$ cat src/hdl/mmrc_pkg.sv
package mmrc_pkg;
    // ------------------------------------------------------------
    // register map (byte addresses, one aligned word each)
    // ------------------------------------------------------------
    localparam logic [7:0] ADDR_MODE_CTRL = 8'h00;
    localparam logic [7:0] ADDR_SOFT_RST = 8'h04;
    localparam logic [7:0] ADDR_STATUS = 8'h08;
    localparam logic [7:0] ADDR_PERIOD_SEL = 8'h0c;
    // ------------------------------------------------------------
    // fields and reset values
    // ------------------------------------------------------------
    localparam int MODE_W = 5;
    localparam int SOFT_RESET_BIT_BIT = 0;
    localparam logic [4:0] MODE_RST = 5'h00;
    // ------------------------------------------------------------
    // mode codes
    // ------------------------------------------------------------
    localparam logic [4:0] MODE_PDN = 5'h00;
    localparam logic [4:0] MODE_SINGLE = 5'h01;
    localparam logic [4:0] MODE_CONT1 = 5'h02;
    localparam logic [4:0] MODE_CONT2 = 5'h04;
    localparam logic [4:0] MODE_CONT3 = 5'h06;
    localparam logic [4:0] MODE_CONT4 = 5'h08;
    localparam logic [4:0] MODE_CONT5 = 5'h0a;
    localparam logic [4:0] MODE_CONT6 = 5'h0c;
    localparam logic [4:0] MODE_SELFTEST = 5'h10;
    // ------------------------------------------------------------
    // timing
    // ------------------------------------------------------------
    localparam int CLK_MHZ = 125;
    localparam int MEAS_TIME_US = 45;
    localparam int MEAS_CYC = MEAS_TIME_US * CLK_MHZ;
    localparam int SOFT_RESET_BIT_CYC = 4;
    typedef enum logic [1:0] {
        ST_PDN = 2'b00,
        ST_MEAS = 2'b01,
        ST_IDLE = 2'b10,
        ST_RST = 2'b11
    } mmrc_state_t;
endpackage

$ cat src/hdl/mmrc_timer_if.sv
`timescale 1ns/100ps
`default_nettype none
interface mmrc_timer_if;
    logic start;
    logic [31:0] load;
    logic expired;
    modport ctrl (output start, output load, input expired);
    modport tmr (input start, input load, output expired);
endinterface
`default_nettype wire

$ cat src/hdl/mmrc_timer.sv
`timescale 1ns/100ps
`default_nettype none
module mmrc_timer (
    input wire logic pclk,
    input wire logic rst_n,
    input wire logic ce,
    mmrc_timer_if.tmr t
);
    logic [31:0] cnt_ff;
    // expired while the count stands at one; start reloads. expired must
    // not look at start, or the controller's restart closes a comb loop
    always_ff @(posedge pclk or negedge rst_n) begin
        if (!rst_n) begin
            cnt_ff <= 32'h0;
        end else if (ce) begin
            if (t.start) begin
                cnt_ff <= t.load;
            end else if (cnt_ff != 32'h0) begin
                cnt_ff <= cnt_ff - 32'h1;
            end
        end
    end
    assign t.expired = cnt_ff == 32'h1;
endmodule
`default_nettype wire

$ cat src/hdl/mmrc_ctrl.sv
//
// Summary of operation
// (RULE_01) power-on reset initialises, then power-down
// (RULE_02) interface supply off holds reset
// (RULE_03) low external reset input resets device
// (RULE_04) soft reset bit resets like others
// (RULE_05) after reset: defaults, power-down, no host
// (RULE_06) nine modes from five-bit mode field
// (RULE_07) defined code switches mode and starts it
// (RULE_08) host goes via power-down between modes
// (RULE_09) host waits 100 us after power-down
// (RULE_10) power-down gates circuits, registers stay accessible
// (RULE_11) power-down retains registers until reset
// (RULE_12) single measurement returns to power-down, 00000
// (RULE_13) six continuous codes give six rates
// (RULE_14) self-test measures then returns to power-down
// (RULE_15) soft reset bit clears itself
// (RULE_16) undefined mode codes are ignored
//
// The register addresses and the APB slave port were left to the implementer.
`timescale 1ns/100ps
`default_nettype none
module mmrc_ctrl #(
    parameter int MEAS_CYCLES = mmrc_pkg::MEAS_CYC,
    parameter int PER_10HZ = 12500000,
    parameter int PER_20HZ = 6250000,
    parameter int PER_50HZ = 2500000,
    parameter int PER_100HZ = 1250000,
    parameter int PER_200HZ = 625000,
    parameter int PER_1HZ = 125000000
) (
    input wire logic pclk,
    input wire logic presetn,
    input wire logic ce,
    input wire logic por_n,
    input wire logic vid_ok,
    input wire logic external_reset_input_low,
    input wire logic psel,
    input wire logic penable,
    input wire logic pwrite,
    input wire logic [7:0] paddr,
    input wire logic [31:0] pwdata,
    output logic [31:0] prdata,
    output logic pready,
    output logic pslverr,
    output logic circuits_on,
    output logic meas_active,
    output logic meas_done,
    output logic self_test_src,
    output logic in_reset
);
    // ------------------------------------------------------------
    // reset merge
    // ------------------------------------------------------------
    logic soft_reset_bit_req_ff;
    logic [2:0] soft_reset_bit_cnt_ff;
    logic rst_src_n;
    logic soft_rst;
    logic ext_rst_n;
    // all hardware sources reach the flops asynchronously
    assign ext_rst_n = presetn && por_n && vid_ok // RULE_01 RULE_02
        && external_reset_input_low; // RULE_03
    assign soft_rst = soft_reset_bit_req_ff; // RULE_04
    assign rst_src_n = ext_rst_n;
    // ------------------------------------------------------------
    // registers
    // ------------------------------------------------------------
    logic [4:0] mode_control_register_ff;
    logic [4:0] nxt_mode;
    mmrc_pkg::mmrc_state_t state_ff, nxt_state;
    logic [31:0] period_ff;
    logic wr_en, rd_en;
    logic mode_wr;
    assign wr_en = psel && penable && pwrite;
    assign rd_en = psel && penable && !pwrite;
    assign pready = 1'b1;
    assign mode_wr = wr_en && paddr == mmrc_pkg::ADDR_MODE_CTRL;
    function automatic logic mode_defined(input logic [4:0] m);
        case (m)
            mmrc_pkg::MODE_PDN, mmrc_pkg::MODE_SINGLE,
            mmrc_pkg::MODE_CONT1, mmrc_pkg::MODE_CONT2,
            mmrc_pkg::MODE_CONT3, mmrc_pkg::MODE_CONT4,
            mmrc_pkg::MODE_CONT5, mmrc_pkg::MODE_CONT6,
            mmrc_pkg::MODE_SELFTEST: mode_defined = 1'b1; // RULE_06
            default: mode_defined = 1'b0;
        endcase
    endfunction
    function automatic logic [31:0] mode_period(input logic [4:0] m);
        case (m)
            mmrc_pkg::MODE_CONT1: mode_period = 32'(PER_10HZ); // RULE_13
            mmrc_pkg::MODE_CONT2: mode_period = 32'(PER_20HZ);
            mmrc_pkg::MODE_CONT3: mode_period = 32'(PER_50HZ);
            mmrc_pkg::MODE_CONT4: mode_period = 32'(PER_100HZ);
            mmrc_pkg::MODE_CONT5: mode_period = 32'(PER_200HZ);
            mmrc_pkg::MODE_CONT6: mode_period = 32'(PER_1HZ);
            default: mode_period = 32'h0;
        endcase
    endfunction
    function automatic logic is_cont(input logic [4:0] m);
        is_cont = mode_period(m) != 32'h0;
    endfunction
    // ------------------------------------------------------------
    // soft reset: a short internal pulse, then the bit clears
    // ------------------------------------------------------------
    always_ff @(posedge pclk or negedge rst_src_n) begin
        if (!rst_src_n) begin
            soft_reset_bit_req_ff <= 1'b0;
            soft_reset_bit_cnt_ff <= 3'h0;
        end else if (ce) begin
            if (soft_reset_bit_req_ff) begin
                soft_reset_bit_cnt_ff <= soft_reset_bit_cnt_ff + 3'h1;
                if (soft_reset_bit_cnt_ff == 3'(mmrc_pkg::SOFT_RESET_BIT_CYC - 1)) begin
                    soft_reset_bit_req_ff <= 1'b0; // RULE_15
                    soft_reset_bit_cnt_ff <= 3'h0;
                end
            end else if (wr_en && paddr == mmrc_pkg::ADDR_SOFT_RST
                    && pwdata[mmrc_pkg::SOFT_RESET_BIT_BIT]) begin
                soft_reset_bit_req_ff <= 1'b1; // RULE_04
            end
        end
    end
    // ------------------------------------------------------------
    // measurement timer
    // ------------------------------------------------------------
    mmrc_timer_if tif ();
    mmrc_timer u_tmr (
        .pclk(pclk),
        .rst_n(rst_src_n),
        .ce(ce),
        .t(tif.tmr)
    );
    logic mode_go;
    assign mode_go = mode_wr && mode_defined(pwdata[4:0]) // RULE_16
        && pwdata[4:0] != mmrc_pkg::MODE_PDN;
    always_comb begin
        tif.start = 1'b0;
        tif.load = 32'(MEAS_CYCLES);
        if (soft_rst) begin
            tif.start = 1'b0;
        end else if (mode_go) begin
            tif.start = 1'b1; // RULE_07
        end else if (state_ff == mmrc_pkg::ST_IDLE && tif.expired) begin
            tif.start = 1'b1;
        end else if (state_ff == mmrc_pkg::ST_MEAS && tif.expired
                && is_cont(mode_control_register_ff)) begin
            // remaining part of the period is spent idle
            tif.start = 1'b1;
            tif.load = period_ff - 32'(MEAS_CYCLES);
        end
    end
    // ------------------------------------------------------------
    // mode state machine
    // ------------------------------------------------------------
    always_comb begin
        nxt_state = state_ff;
        nxt_mode = mode_control_register_ff;
        case (state_ff)
            mmrc_pkg::ST_RST: begin
                nxt_state = mmrc_pkg::ST_PDN; // RULE_05
            end
            mmrc_pkg::ST_PDN, mmrc_pkg::ST_MEAS, mmrc_pkg::ST_IDLE: begin
                if (state_ff == mmrc_pkg::ST_MEAS && tif.expired) begin
                    if (is_cont(mode_control_register_ff)) begin
                        nxt_state = mmrc_pkg::ST_IDLE;
                    end else begin
                        nxt_state = mmrc_pkg::ST_PDN; // RULE_12 RULE_14
                        nxt_mode = mmrc_pkg::MODE_PDN;
                    end
                end
                if (state_ff == mmrc_pkg::ST_IDLE && tif.expired) begin
                    nxt_state = mmrc_pkg::ST_MEAS;
                end
                if (mode_wr && mode_defined(pwdata[4:0])) begin // RULE_16
                    nxt_mode = pwdata[4:0]; // RULE_07
                    nxt_state = (pwdata[4:0] == mmrc_pkg::MODE_PDN) ?
                        mmrc_pkg::ST_PDN : mmrc_pkg::ST_MEAS;
                end
            end
            default: begin
                nxt_state = mmrc_pkg::ST_PDN;
            end
        endcase
        if (soft_rst) begin
            nxt_state = mmrc_pkg::ST_RST; // RULE_04
            nxt_mode = mmrc_pkg::MODE_RST;
        end
    end
    // registers keep contents across power-down; resets clear them, and a finished single or self-test sets the mode to 00000
    always_ff @(posedge pclk or negedge rst_src_n) begin
        if (!rst_src_n) begin
            state_ff <= mmrc_pkg::ST_RST; // RULE_01 RULE_05
            mode_control_register_ff <= mmrc_pkg::MODE_RST; // RULE_11
        end else if (ce) begin
            state_ff <= nxt_state;
            mode_control_register_ff <= nxt_mode;
        end
    end
    always_ff @(posedge pclk or negedge rst_src_n) begin
        if (!rst_src_n) begin
            period_ff <= 32'h0;
        end else if (ce) begin
            if (soft_rst) begin
                period_ff <= 32'h0;
            end else if (mode_wr && is_cont(pwdata[4:0])) begin
                period_ff <= mode_period(pwdata[4:0]); // RULE_13
            end
        end
    end
    // ------------------------------------------------------------
    // apb read side; registers answer in every state
    // ------------------------------------------------------------
    always_ff @(posedge pclk or negedge rst_src_n) begin
        if (!rst_src_n) begin
            prdata <= 32'h0;
        end else if (ce && psel && !penable && !pwrite) begin
            case (paddr)
                mmrc_pkg::ADDR_MODE_CTRL: // RULE_10
                    prdata <= {27'h0, mode_control_register_ff};
                mmrc_pkg::ADDR_SOFT_RST:
                    prdata <= {31'h0, soft_reset_bit_req_ff};
                mmrc_pkg::ADDR_STATUS:
                    prdata <= {30'h0, state_ff};
                mmrc_pkg::ADDR_PERIOD_SEL:
                    prdata <= period_ff;
                default:
                    prdata <= 32'h0;
            endcase
        end
    end
    always_comb begin
        case (paddr)
            mmrc_pkg::ADDR_MODE_CTRL, mmrc_pkg::ADDR_SOFT_RST,
            mmrc_pkg::ADDR_STATUS, mmrc_pkg::ADDR_PERIOD_SEL:
                pslverr = 1'b0;
            default:
                pslverr = psel && penable;
        endcase
    end
    // ------------------------------------------------------------
    // outputs
    // ------------------------------------------------------------
    logic done_ff;
    always_ff @(posedge pclk or negedge rst_src_n) begin
        if (!rst_src_n) begin
            done_ff <= 1'b0;
        end else if (ce) begin
            done_ff <= state_ff == mmrc_pkg::ST_MEAS && tif.expired;
        end
    end
    assign meas_done = done_ff;
    assign meas_active = state_ff == mmrc_pkg::ST_MEAS;
    assign circuits_on = meas_active; // RULE_10
    assign self_test_src = meas_active
        && mode_control_register_ff == mmrc_pkg::MODE_SELFTEST; // RULE_14
    assign in_reset = state_ff == mmrc_pkg::ST_RST;
    logic unused_rd;
    assign unused_rd = rd_en;
endmodule
`default_nettype wire

$ cat config.mk
export PLATFORM = sky130hd
export DESIGN_NAME = mmrc_ctrl
export DESIGN_NICKNAME = d
export VERILOG_FILES = /design/src/hdl/mmrc_pkg.sv /design/src/hdl/mmrc_timer_if.sv /design/src/hdl/mmrc_timer.sv /design/src/hdl/mmrc_ctrl.sv
export SDC_FILE = /design/constraint.sdc
export NUM_CORES = 1
export LEC_CHECK = 0
export ABC_AREA = 1
export BUFFER_PORTS_ARGS = -buffer_cell sky130_fd_sc_hd__buf_2
export CORE_ASPECT_RATIO = 0.5
export CORE_MARGIN = 2
export CORE_UTILIZATION = 40
export CTS_CLUSTER_DIAMETER = 200
export DETAILED_ROUTE_END_ITERATION = 7
export GPL_TIMING_DRIVEN = 0
export SLEW_MARGIN = 20
export SYNTH_ARGS = -nofsm -noshare
export SYNTH_HDL_FRONTEND = slang
export SYNTH_HIERARCHICAL = 1
export SYNTH_SLANG_ARGS = --single-unit
$ cat constraint.sdc
create_clock -name pclk -period 11.63 [get_ports pclk]
set_input_delay 1.7445 -clock pclk [delete_from_list [all_inputs] [get_ports pclk]]
set_output_delay 1.7445 -clock pclk [all_outputs]
set_load 0.02 [all_outputs]
== Yosys cells after proc, flatten, opt, wreduce, memory -nomap -nowiden ==
Memories as Yosys holds them, arrays and structs flattened.
Cells that the tools add are included.

* Bits in registers: 108
* ROM bits: 64
* Input bits: 49
* Output and inout bits: 39
* Logic and storage cells: 116
* Memories: 2

{| class="wikitable"
|+ Memory list
! name !! depth !! width !! read ports !! clocked after Yosys merged registers in !! wr ports !! RTL line !! text
|-
| (no name shown) || 32 || 1 || 1 || 0 || 0 || mmrc_ctrl.sv:79 || <nowiki>case (m)</nowiki>
|-
| (no name shown) || 32 || 1 || 1 || 0 || 0 || mmrc_ctrl.sv:79 ||
|}

* Add/subtract/negate cells: 3
* Equal/unequal tests: 23
* Mux-type cells: 40
* Reduce and logical (&&, ||, !) cells: 40

{| class="wikitable"
|+ Operators with widths
! cell !! number
|-
| 32-bit 2-to-1 mux || 15
|-
| 27-bit case mux with 6 select lines || 2
|-
| 32-bit case mux with 4 select lines || 1
|-
| 32-bit nonzero test || 4
|-
| 32-bit by 1-bit == test with 1-bit output, second input constant || 1
|-
| 32-bit by 1-bit subtractor with 32-bit output, second input constant || 1
|-
| 32-bit by 13-bit subtractor with 32-bit output, second input constant || 1
|-
| 5-bit by 4-bit == test with 1-bit output, second input constant || 6
|-
| 5-bit 2-to-1 mux || 5
|-
| 5-bit by 3-bit == test with 1-bit output, second input constant || 4
|-
| 1-bit logical AND || 19
|-
| 8-bit by 4-bit == test with 1-bit output, second input constant || 2
|-
| 5-bit by 2-bit == test with 1-bit output, second input constant || 2
|-
| 1-bit 2-to-1 mux || 10
|-
| 2-bit 2-to-1 mux || 5
|-
| 8-bit by 3-bit == test with 1-bit output, second input constant || 1
|-
| 8-bit logical NOT || 1
|-
| 2-bit AND reduction || 4
|-
| 2-bit nonzero test || 3
|-
| 5-bit == test, second input constant || 1
|-
| 5-bit logical NOT || 1
|-
| 5-bit != test, second input constant || 1
|-
| 5-bit nonzero test || 1
|-
| 2-bit == test, second input constant || 2
|-
| 12 further kinds || 13
|}

== Logic depth before layout (Yosys ltp) ==
Gate-level depths: netlist of the first run.

* Depth after elaboration: 15
* Gate-level depth with buffers: 17

== Hierarchy ==
Netlist of the first run, hierarchy kept.

{| class="wikitable"
|+ Modules (own cells, without submodules)
! module !! instances !! cells each !! area each (µm²) !! sequential area each (µm²)
|-
| mmrc_ctrl || 1 || 415 || 3313.2 || 1303.8
|-
| mmrc_timer || 1 || 456 || 2618.8 || 800.8
|}

== Least setup slack after synthesis of the first run ==
No wires, ideal clock.

* Kind: input to output
* Start point: input paddr[7]
* End point: output pslverr
* Arrival: 2259 ps
* Required time: 9886 ps
* Setup slack: 7626 ps
* Cell stages on the path: 6
* Path buffers: 0
* Cell sequence: nor2_1 -> nand2_1 -> inv_1 -> nand2_1 -> nand3_1 -> inv_1

* Word-level cells in the longest chain between the ends: 3
* Elaborated cells between the ends (all ways): 6
* Classes of those cells: eq/ne: 3; mux: 1; reduce/logical: 2

{| class="wikitable"
|+ RTL lines
! what !! RTL line !! text
|-
| from (decl) || mmrc_ctrl.sv:41 || <nowiki>input wire logic [7:0] paddr,</nowiki>
|-
| 8-bit by 3-bit == test with 1-bit output, or another cell as far along || mmrc_ctrl.sv:231 || <nowiki>case (paddr)</nowiki>
|-
| 4-bit OR reduction (*) || mmrc_ctrl.sv:231 ||
|-
| 1-bit 2-to-1 mux (*) || mmrc_ctrl.sv:231 ||
|-
| to (decl) || mmrc_ctrl.sv:45 || <nowiki>output logic pslverr,</nowiki>
|}

Every way passes the cells marked *; elsewhere a longest branch is shown, timed or not.

== Final worst setup path of the first run ==
Same ends and word-level chain as after synthesis.

==> summary.md, run 1 <==
| Metric | Value |
|---|---|
| Run status | `completed` |
| RSZ-0062 raised after global routing | `false` |
| Adder-cell share of the synthesized area | `0.00844` |
| Hold-fix buffers, CTS | `0` |
| Row Count | `31` |
| CP Class | `input pin to output pin` |
| Synth Area in Compound Gates | `0.113` |
| DRT iter0 DRCs | `about 470` |
| Relative slew slack | `0.199` |
| Drt wl/cell | `14.7 µm` |
| P per Cell Area | `200 nW/µm²` |
| Worst hold path type | `register to register` |
| # setup viols final | `0` |
| Largest net degree at the start of global routing | `26` |
| Reg clk slew, reported paths | `around 0.070 ns` |
| Die width | `~180 µm` |
| Syn_area_per_cell | `just under 7 µm²` |
| CP startpoint kind | `input pin` |
| GRT Resource Usage Total | `0.220` |
| Sinks on Clock Net | `84` |
| Max Freq | `between 200 and 250 MHz` |
| Worst endpoint required time | `roughly 9.9 ns` |
| Max cap viols | `0` |
| Least-Margin Pin Slew | `between 1 and 1.5 ns` |
| Multiplexer share of the synthesized area | `0` |
| Multi-input logic area | `3230 µm²` |
| Leakage power | `around 3.7 nW` |
| Final Net Count | `997` |
| Number of global-route vias before repair | `5,343` |
| Root buf cell | `clkbuf_16` |
| YS warnings | `6` |
| Post-DRT Antenna Nets | `0` |
| WHS | `between 0.4 and 0.5 ns` |
| Post-synthesis xor/xnor area fraction | `0.0148` |
| #FFs+latches synth | `84` |
| Minimum clock period after layout | `between 4 and 5 ns` |
| Combinational family with the most area after synthesis | `simple AND/OR/NAND/NOR gates` |
| TritonRoute pass-1 iters | `5` |
| Starting Density | `0.410` |
| Core ar. | `between 10,000 and 15,000 µm²` |
| Hpwl dp | `13,300 µm` |
| M1 GR Usage | `0.318` |
| GR peak layer | `met2` |
| Via count of the routed design | `approximately 5,800` |
| Hold Fails Final Rpt | `0` |
| Diode count | `0` |
| IO Port Bufs | `54` |
| Total congestion overflow | `0` |
| Tcrit/Tclk final | `0.366` |
| Post-route setup TNS | `0 ns` |
| Worst Path Max Fanout | `4` |
| Fillcell total | `1,487` |
| Post-route cell area | `between 6000 and 7000 µm²` |
| Area growth syn-to-layout | `15.9%` |
| Most common cell after layout, fill and taps aside | `nand2_1` |
| Mapped Area | `approximately 6000 µm²` |
| Setup Slack @ Placement | `slightly above 7 ns` |
| Sequential cell area | `between 2000 and 2500 µm²` |
| Fin. max-slew vios | `0` |
| Highest-count cells in the layout ignoring fill and taps | `nand2_1 (267), nor2_1 (123), inv_1 (88)` |
| Setup Buffers After CTS | `0` |
| Clk_lat worst skew | `around 0.34 ns` |
| Synth Area in Simple Gates | `0.402` |
| Crit end category | `output pin` |
| Post-Synthesis Cells | `about 870` |
| Routability cong. | `slightly above 0.9` |
| Die height | `90.1 µm` |
| First-pass GRT wire length | `27,800 µm` |
| Clock skew | `~0.0063 ns` |
| Routed wire length | `roughly 17,000 µm` |
| Initial antenna violation count | `0` |
| Pwr Total | `~1.4 mW` |
| Num CTS Buffers | `9` |
| Register area share after synthesis | `0.355` |
| Placed instance area | `approximately 6500 µm²` |
| Vias/cell | `5.03` |
| Peak supply drop | `~70 µV` |
| H-tree depth | `3` |
| CTS tree | `done` |
| IO Pins | `approximately 90` |
| DRC Markers | `0` |
| Proportion of layout cells with a drive suffix above 1 | `0.188` |
| CP Data Arrival Time | `around 2.5 ns` |
| Die area | `~16,000 µm²` |
| Final worst slack | `7.37 ns` |
| Clock buffer depth | `2` |
| Global routing usage on met2 | `0.339` |
| Met3 usage | `0.0415` |
| Distinct cell type count after synthesis | `48` |
| CTS resizes | `0` |
-- synth_stat cells (all sizes together) --
library cell	n	area share
buf	28	0.036
o31ai	18	0.023
clkbuf	9	0.0059
nor3	6	0.0051
o21bai	4	0.0063
clkinv	1	0.00063
conb	2	0.0013
and2	2	0.0021
xor2	10	0.015
a211oi	1	0.0013
o211ai	3	0.0046
dfstp	2	0.0089
nand3	68	0.064
nor2	143	0.11
or2	5	0.0053
nand4	17	0.019
nand3b	3	0.0038
o21ai	53	0.052
inv	100	0.063
a21oi	16	0.018
a31oi	2	0.0032
o22ai	4	0.0053
dfrtp	82	0.35
nor4	6	0.0063
nand2	282	0.19
ha	4	0.0084
-- cell type report --
class	instances	area share
multi-input combinational	654	0.469
sequential	84	0.306
inverter	101	0.0551
timing repair buffer	57	0.0491
buffer	37	0.0362
tap	198	0.0360
clock buffer	10	0.0347
clock inverter	6	0.0138
-- metal layers --
layer / wire (µm) / part of all wire / vias up
met4: 250 / 0.015 / 0
met5: 0 / 0 / -
li1: - / - / 2914
met2: 7420 / 0.44 / 164
met3: 937 / 0.055 / 18
met1: 8290 / 0.49 / 2668
-- flip-flops by register name, summed over array words and instances (netlist names) --
name	cells
meas_done	1
mode_control_register_ff	5
period_ff	18
prdata	22
soft_reset_bit_cnt_ff	3
soft_reset_bit_req_ff	1
state_ff	2
u_tmr/cnt_ff	32
-- final timing paths --
path / startpoint / to / slack [ns] / cells after the start
worst min-delay path: soft_reset_bit_cnt_ff[0] / soft_reset_bit_cnt_ff[0] / 0.48 / 1
max in group asynchronous: presetn / state_ff[0] / 9.23 / 5
worst max-delay path: paddr[7] / pslverr / 7.37 / 8
worst max register to register: u_tmr/cnt_ff[16] / u_tmr/cnt_ff[15] / 7.41 / 17
worst min register to register: soft_reset_bit_cnt_ff[0] / soft_reset_bit_cnt_ff[0] / 0.48 / 1
min in group asynchronous: vid_ok / u_tmr/cnt_ff[27] / 1.56 / 3
-- power by group --
group / total (mW) / switching (mW) / internal, mW
registers: 0.429 / 0.0731 / 0.356
clock network: 0.328 / 0.131 / 0.197
logic: 0.618 / 0.418 / 0.200
-- worst max-delay path, cell delays in order --
cell     delay (ns)
buf_2          0.10
nor2_1         0.09
nand2_1        0.12
inv_1          0.15
nand2_1        0.06
nand3_1        0.06
inv_1          0.04
buf_2          0.15
-- logic make-up after synthesis --
family	after synthesis
simple gates	532
buf+inv	138
compound gates	101
flops	84
xor+xnor	10
fa+ha+maj	4
other cells	2
-- metrics by stage --
| step | util | instances |
|---|---|---|
| after floorplan | - | 876 |
| after global placement | 0.447 | 1128 |
| after detailed placement | 0.452 | 1131 |
| after CTS | 0.475 | 1147 |
| after global routing | 0.475 | 1147 |
| final | 0.475 | 1147 |
(Power assumes the default switching activity.)
==> run 2: changes to the inputs <==
--- a/config.mk
+++ b/config.mk
@@ -5,7 +5,7 @@
 export SDC_FILE = /design/constraint.sdc
 export NUM_CORES = 1
 export LEC_CHECK = 0
-export ABC_AREA = 1
+export ABC_AREA = 0
 export BUFFER_PORTS_ARGS = -buffer_cell sky130_fd_sc_hd__buf_2
 export CORE_ASPECT_RATIO = 0.5
 export CORE_MARGIN = 2
==> constraint.sdc (replaced) <==
create_clock -name pclk -period 3.6 [get_ports pclk]
set_input_delay 0.54 -clock pclk [delete_from_list [all_inputs] [get_ports pclk]]
set_output_delay 0.54 -clock pclk [all_outputs]
set_load 0.02 [all_outputs]
==> summary.md, run 2 <==
| Metric | Value |
|---|---|
| CP Data Arrival Time | `between 3 and 4 ns` |
| Die height | `approximately 84 µm` |
| Distinct cell type count after synthesis | `74` |
| Largest area contributor in the netlist | `dfrtp_1` |
| Hold-fix buffers, CTS | `0` |
| Yosys top cell area share | `0.397` |
| Run status | `completed` |
| Diode count | `0` |
| Vias/cell | `between 5 and 6` |
| Leakage power | `about 2.7 nW` |
| Clock buffer depth | `2` |
| Placed instance area | `around 5700 µm²` |
| Largest net degree at the start of global routing | `53` |
| Post-route setup TNS | `0 ns` |
| Main synth FF type | `dfrtp_1` |
| Routed wire length | `between 15,000 and 20,000 µm` |
| Fillcell total | `between 1,000 and 1,500` |
| Clk_lat worst skew | `between 0.3 and 0.4 ns` |
| Synth Area in Simple Gates | `0.264` |
| Highest-count cells in the layout ignoring fill and taps | `dfrtp_1 (81), buf_2 (60), nor2_1 (58)` |
| Adder-cell share of the synthesized area | `0.00969` |
| Synth area leaders | `dfrtp_1 (40%), nor2_1 (4.2%), o21ai_0 (4.1%)` |
| DRC Markers | `0` |
| Total congestion overflow | `0` |
| Post-route cell area | `between 6000 and 7000 µm²` |
| Post-Synthesis Cells | `roughly 590` |
| Commonest cells in the netlist | `dfrtp_1 (82), nor2_1 (58), nand2_1 (48), o21ai_0 (42), a21oi_1 (27)` |
| FF-to-FF path depth | `13` |
| Reg with most FFs | `u_tmr/cnt_ff` |
| DRT iter0 DRCs | `approximately 580` |
| Sinks on Clock Net | `84` |
| Relative slew slack | `0.502` |
| Mapped Area | `5170 µm²` |
| Post-synthesis xor/xnor area fraction | `0.0237` |
| Least-Margin Pin Slew | `approximately 0.75 ns` |
| Core ar. | `around 13,000 µm²` |
| Die width | `~160 µm` |
| P per Cell Area | `a little under 400 nW/µm²` |
| Synth Area in Compound Gates | `0.221` |
| Fin. max-slew vios | `0` |
| Worst endpoint required time | `about 3.8 ns` |
| Clock skew | `0.00462 ns` |
| Tcrit/Tclk final | `0.955` |
| CP Class | `register to register` |
| Drt wl/cell | `18.1 µm` |
| Post-DRT Antenna Nets | `0` |
| Multiplexer share of the synthesized area | `0.00969` |
| Max cap viols | `0` |
| Num CTS Buffers | `9` |
| Die area | `approximately 14,000 µm²` |
| H-tree depth | `3` |
| Final Net Count | `709` |
| Hpwl dp | `10,900 µm` |
| Biggest regs | `u_tmr/cnt_ff (32), prdata (22), period_ff (18)` |
| Reg clk slew, reported paths | `~0.06 ns` |
| CTS tree | `done` |
| GRT Resource Usage Total | `0.231` |
| Async SR Flop Fraction | `1.00` |
| Worst hold path type | `input pin to asynchronous set/reset pin` |
| R2R Path Start | `u_tmr/cnt_ff[25]` |
| Worst Path Max Fanout | `10` |
| Proportion of layout cells with a drive suffix above 1 | `0.212` |
| Routability cong. | `between 0.8 and 0.9` |
| Row Count | `29` |
| Area growth syn-to-layout | `17.1%` |
| Hold Fails Final Rpt | `0` |
| Worst reg2reg setup slack | `between 0.15 and 0.2 ns` |
| Most common cell after layout, fill and taps aside | `dfrtp_1` |
| Initial antenna violation count | `0` |
| Root buf cell | `clkbuf_16` |
| YS warnings | `6` |
| # setup viols final | `0` |
| Worst Setup EP | `u_tmr/cnt_ff[6]` |
| Number of global-route vias before repair | `4,678` |
| Minimum clock period after layout | `approximately 3.4 ns` |
| EDFF count, synth | `0` |
| WHS | `0.463 ns` |
| IO Pins | `between 80 and 90` |
| Peak supply drop | `between 200 and 250 µV` |
| IO Port Bufs | `53` |
| Register area share after synthesis | `0.407` |
| Combinational family with the most area after synthesis | `simple AND/OR/NAND/NOR gates` |
| Syn_area_per_cell | `~8.8 µm²` |
| Via count of the routed design | `approximately 4,900` |
| Max reg flops | `32` |
| #FFs+latches synth | `between 80 and 90` |
| Pwr Total | `approximately 2.4 mW` |
| RSZ-0062 raised after global routing | `false` |
| Most common cell in the synthesized netlist | `dfrtp_1` |
| TritonRoute pass-1 iters | `5` |
| RR Endpoint | `u_tmr/cnt_ff[6]` |
| First-pass GRT wire length | `25,100 µm` |
| Crit end category | `register` |
| CP startpoint | `u_tmr/cnt_ff[25]` |
| Final Core Density | `0.479` |
| Max Freq | `291 MHz` |
| CP startpoint kind | `register` |
| Starting Density | `0.409` |
run 2: cell count changes in the layout (fill, tap and decap cells not counted), sizes merged, moves of 10 or more:
cell,before,now
nor2,143,59
a21oi,16,29
clkbuf,19,29
nand2b,0,12
nor3,6,28
nor4,6,22
inv,102,17
a22o,0,23
nand2,282,49
o31ai,18,8
nand3,68,23
run 2: cell families (layout without fill, tap and decap cells):
kind of cell | Yosys count | in the layout
simple gates | 248 | 248
compound gates | 167 | 167
flops | 84 | 84
buf+inv | 62 | 132
xor+xnor | 14 | 14
mux | 5 | 5
fa+ha+maj | 4 | 4
other cells | 2 | 7
run 2: critical path, stage by stage, from the launching register on:
cell and delay, ns:
dfrtp_1 0.45, or4_4 0.58, or4_4 0.48, nor4_4 0.22, and2_4 0.25, nand3_1 0.10
o21ai_2 0.14, nor4b_1 0.09, nand4_1 0.15, o31ai_1 0.09, buf_2 0.22, buf_4 0.21
o21ai_0 0.19, o21ai_0 0.11
run 2: layout make-up:
cell class	instances	area [µm²]	area share
sequential	84	2110	0.348
inverter	17	66.3	0.0110
multi-input combinational	445	2800	0.463
tap	170	213	0.0352
clock buffer	12	256	0.0424
buffer	43	263	0.0434
timing repair buffer	56	300	0.0496
clock inverter	4	47.5	0.00786
run 2: power by group:
| part | switching [mW] | internal [mW] |
|---|---|---|
| Clock | 0.376 | 0.573 |
| Combinational | 0.202 | 0.124 |
| Sequential | 0.0935 | 1.01 |
| Total | 0.672 | 1.71 |
run 2: repair_timing:
action	in CTS	in global routing
setup buffers	0	2
resized for setup	11	7
cloned	0	0
pin swaps	0	2
endpoints found under the setup margin	32	21
run 2: worst min path at each step:
stage,to,cells past startpoint
floorplan,soft_reset_bit_cnt_ff[1],2
global placement,prdata[1],2
detailed placement,prdata[1],2
CTS,prdata[1],2
global route,prdata[1],2
finish,prdata[0],2
run 2: stage by stage:
stage	setup WS, ns	std cells
6_report	0.162	831
5_1_grt	0.00910	831
4_1_cts	0.0482	829
3_5_place_dp	-0.785	815
3_3_place_gp	-0.910	814
2_1_floorplan	0.246	591
run 2: layer usage:
layer	routed length, µm	track usage
met5	0	0
met4	277	0.0696
met3	1010	0.0514
met2	6720	0.353
met1	7040	0.329
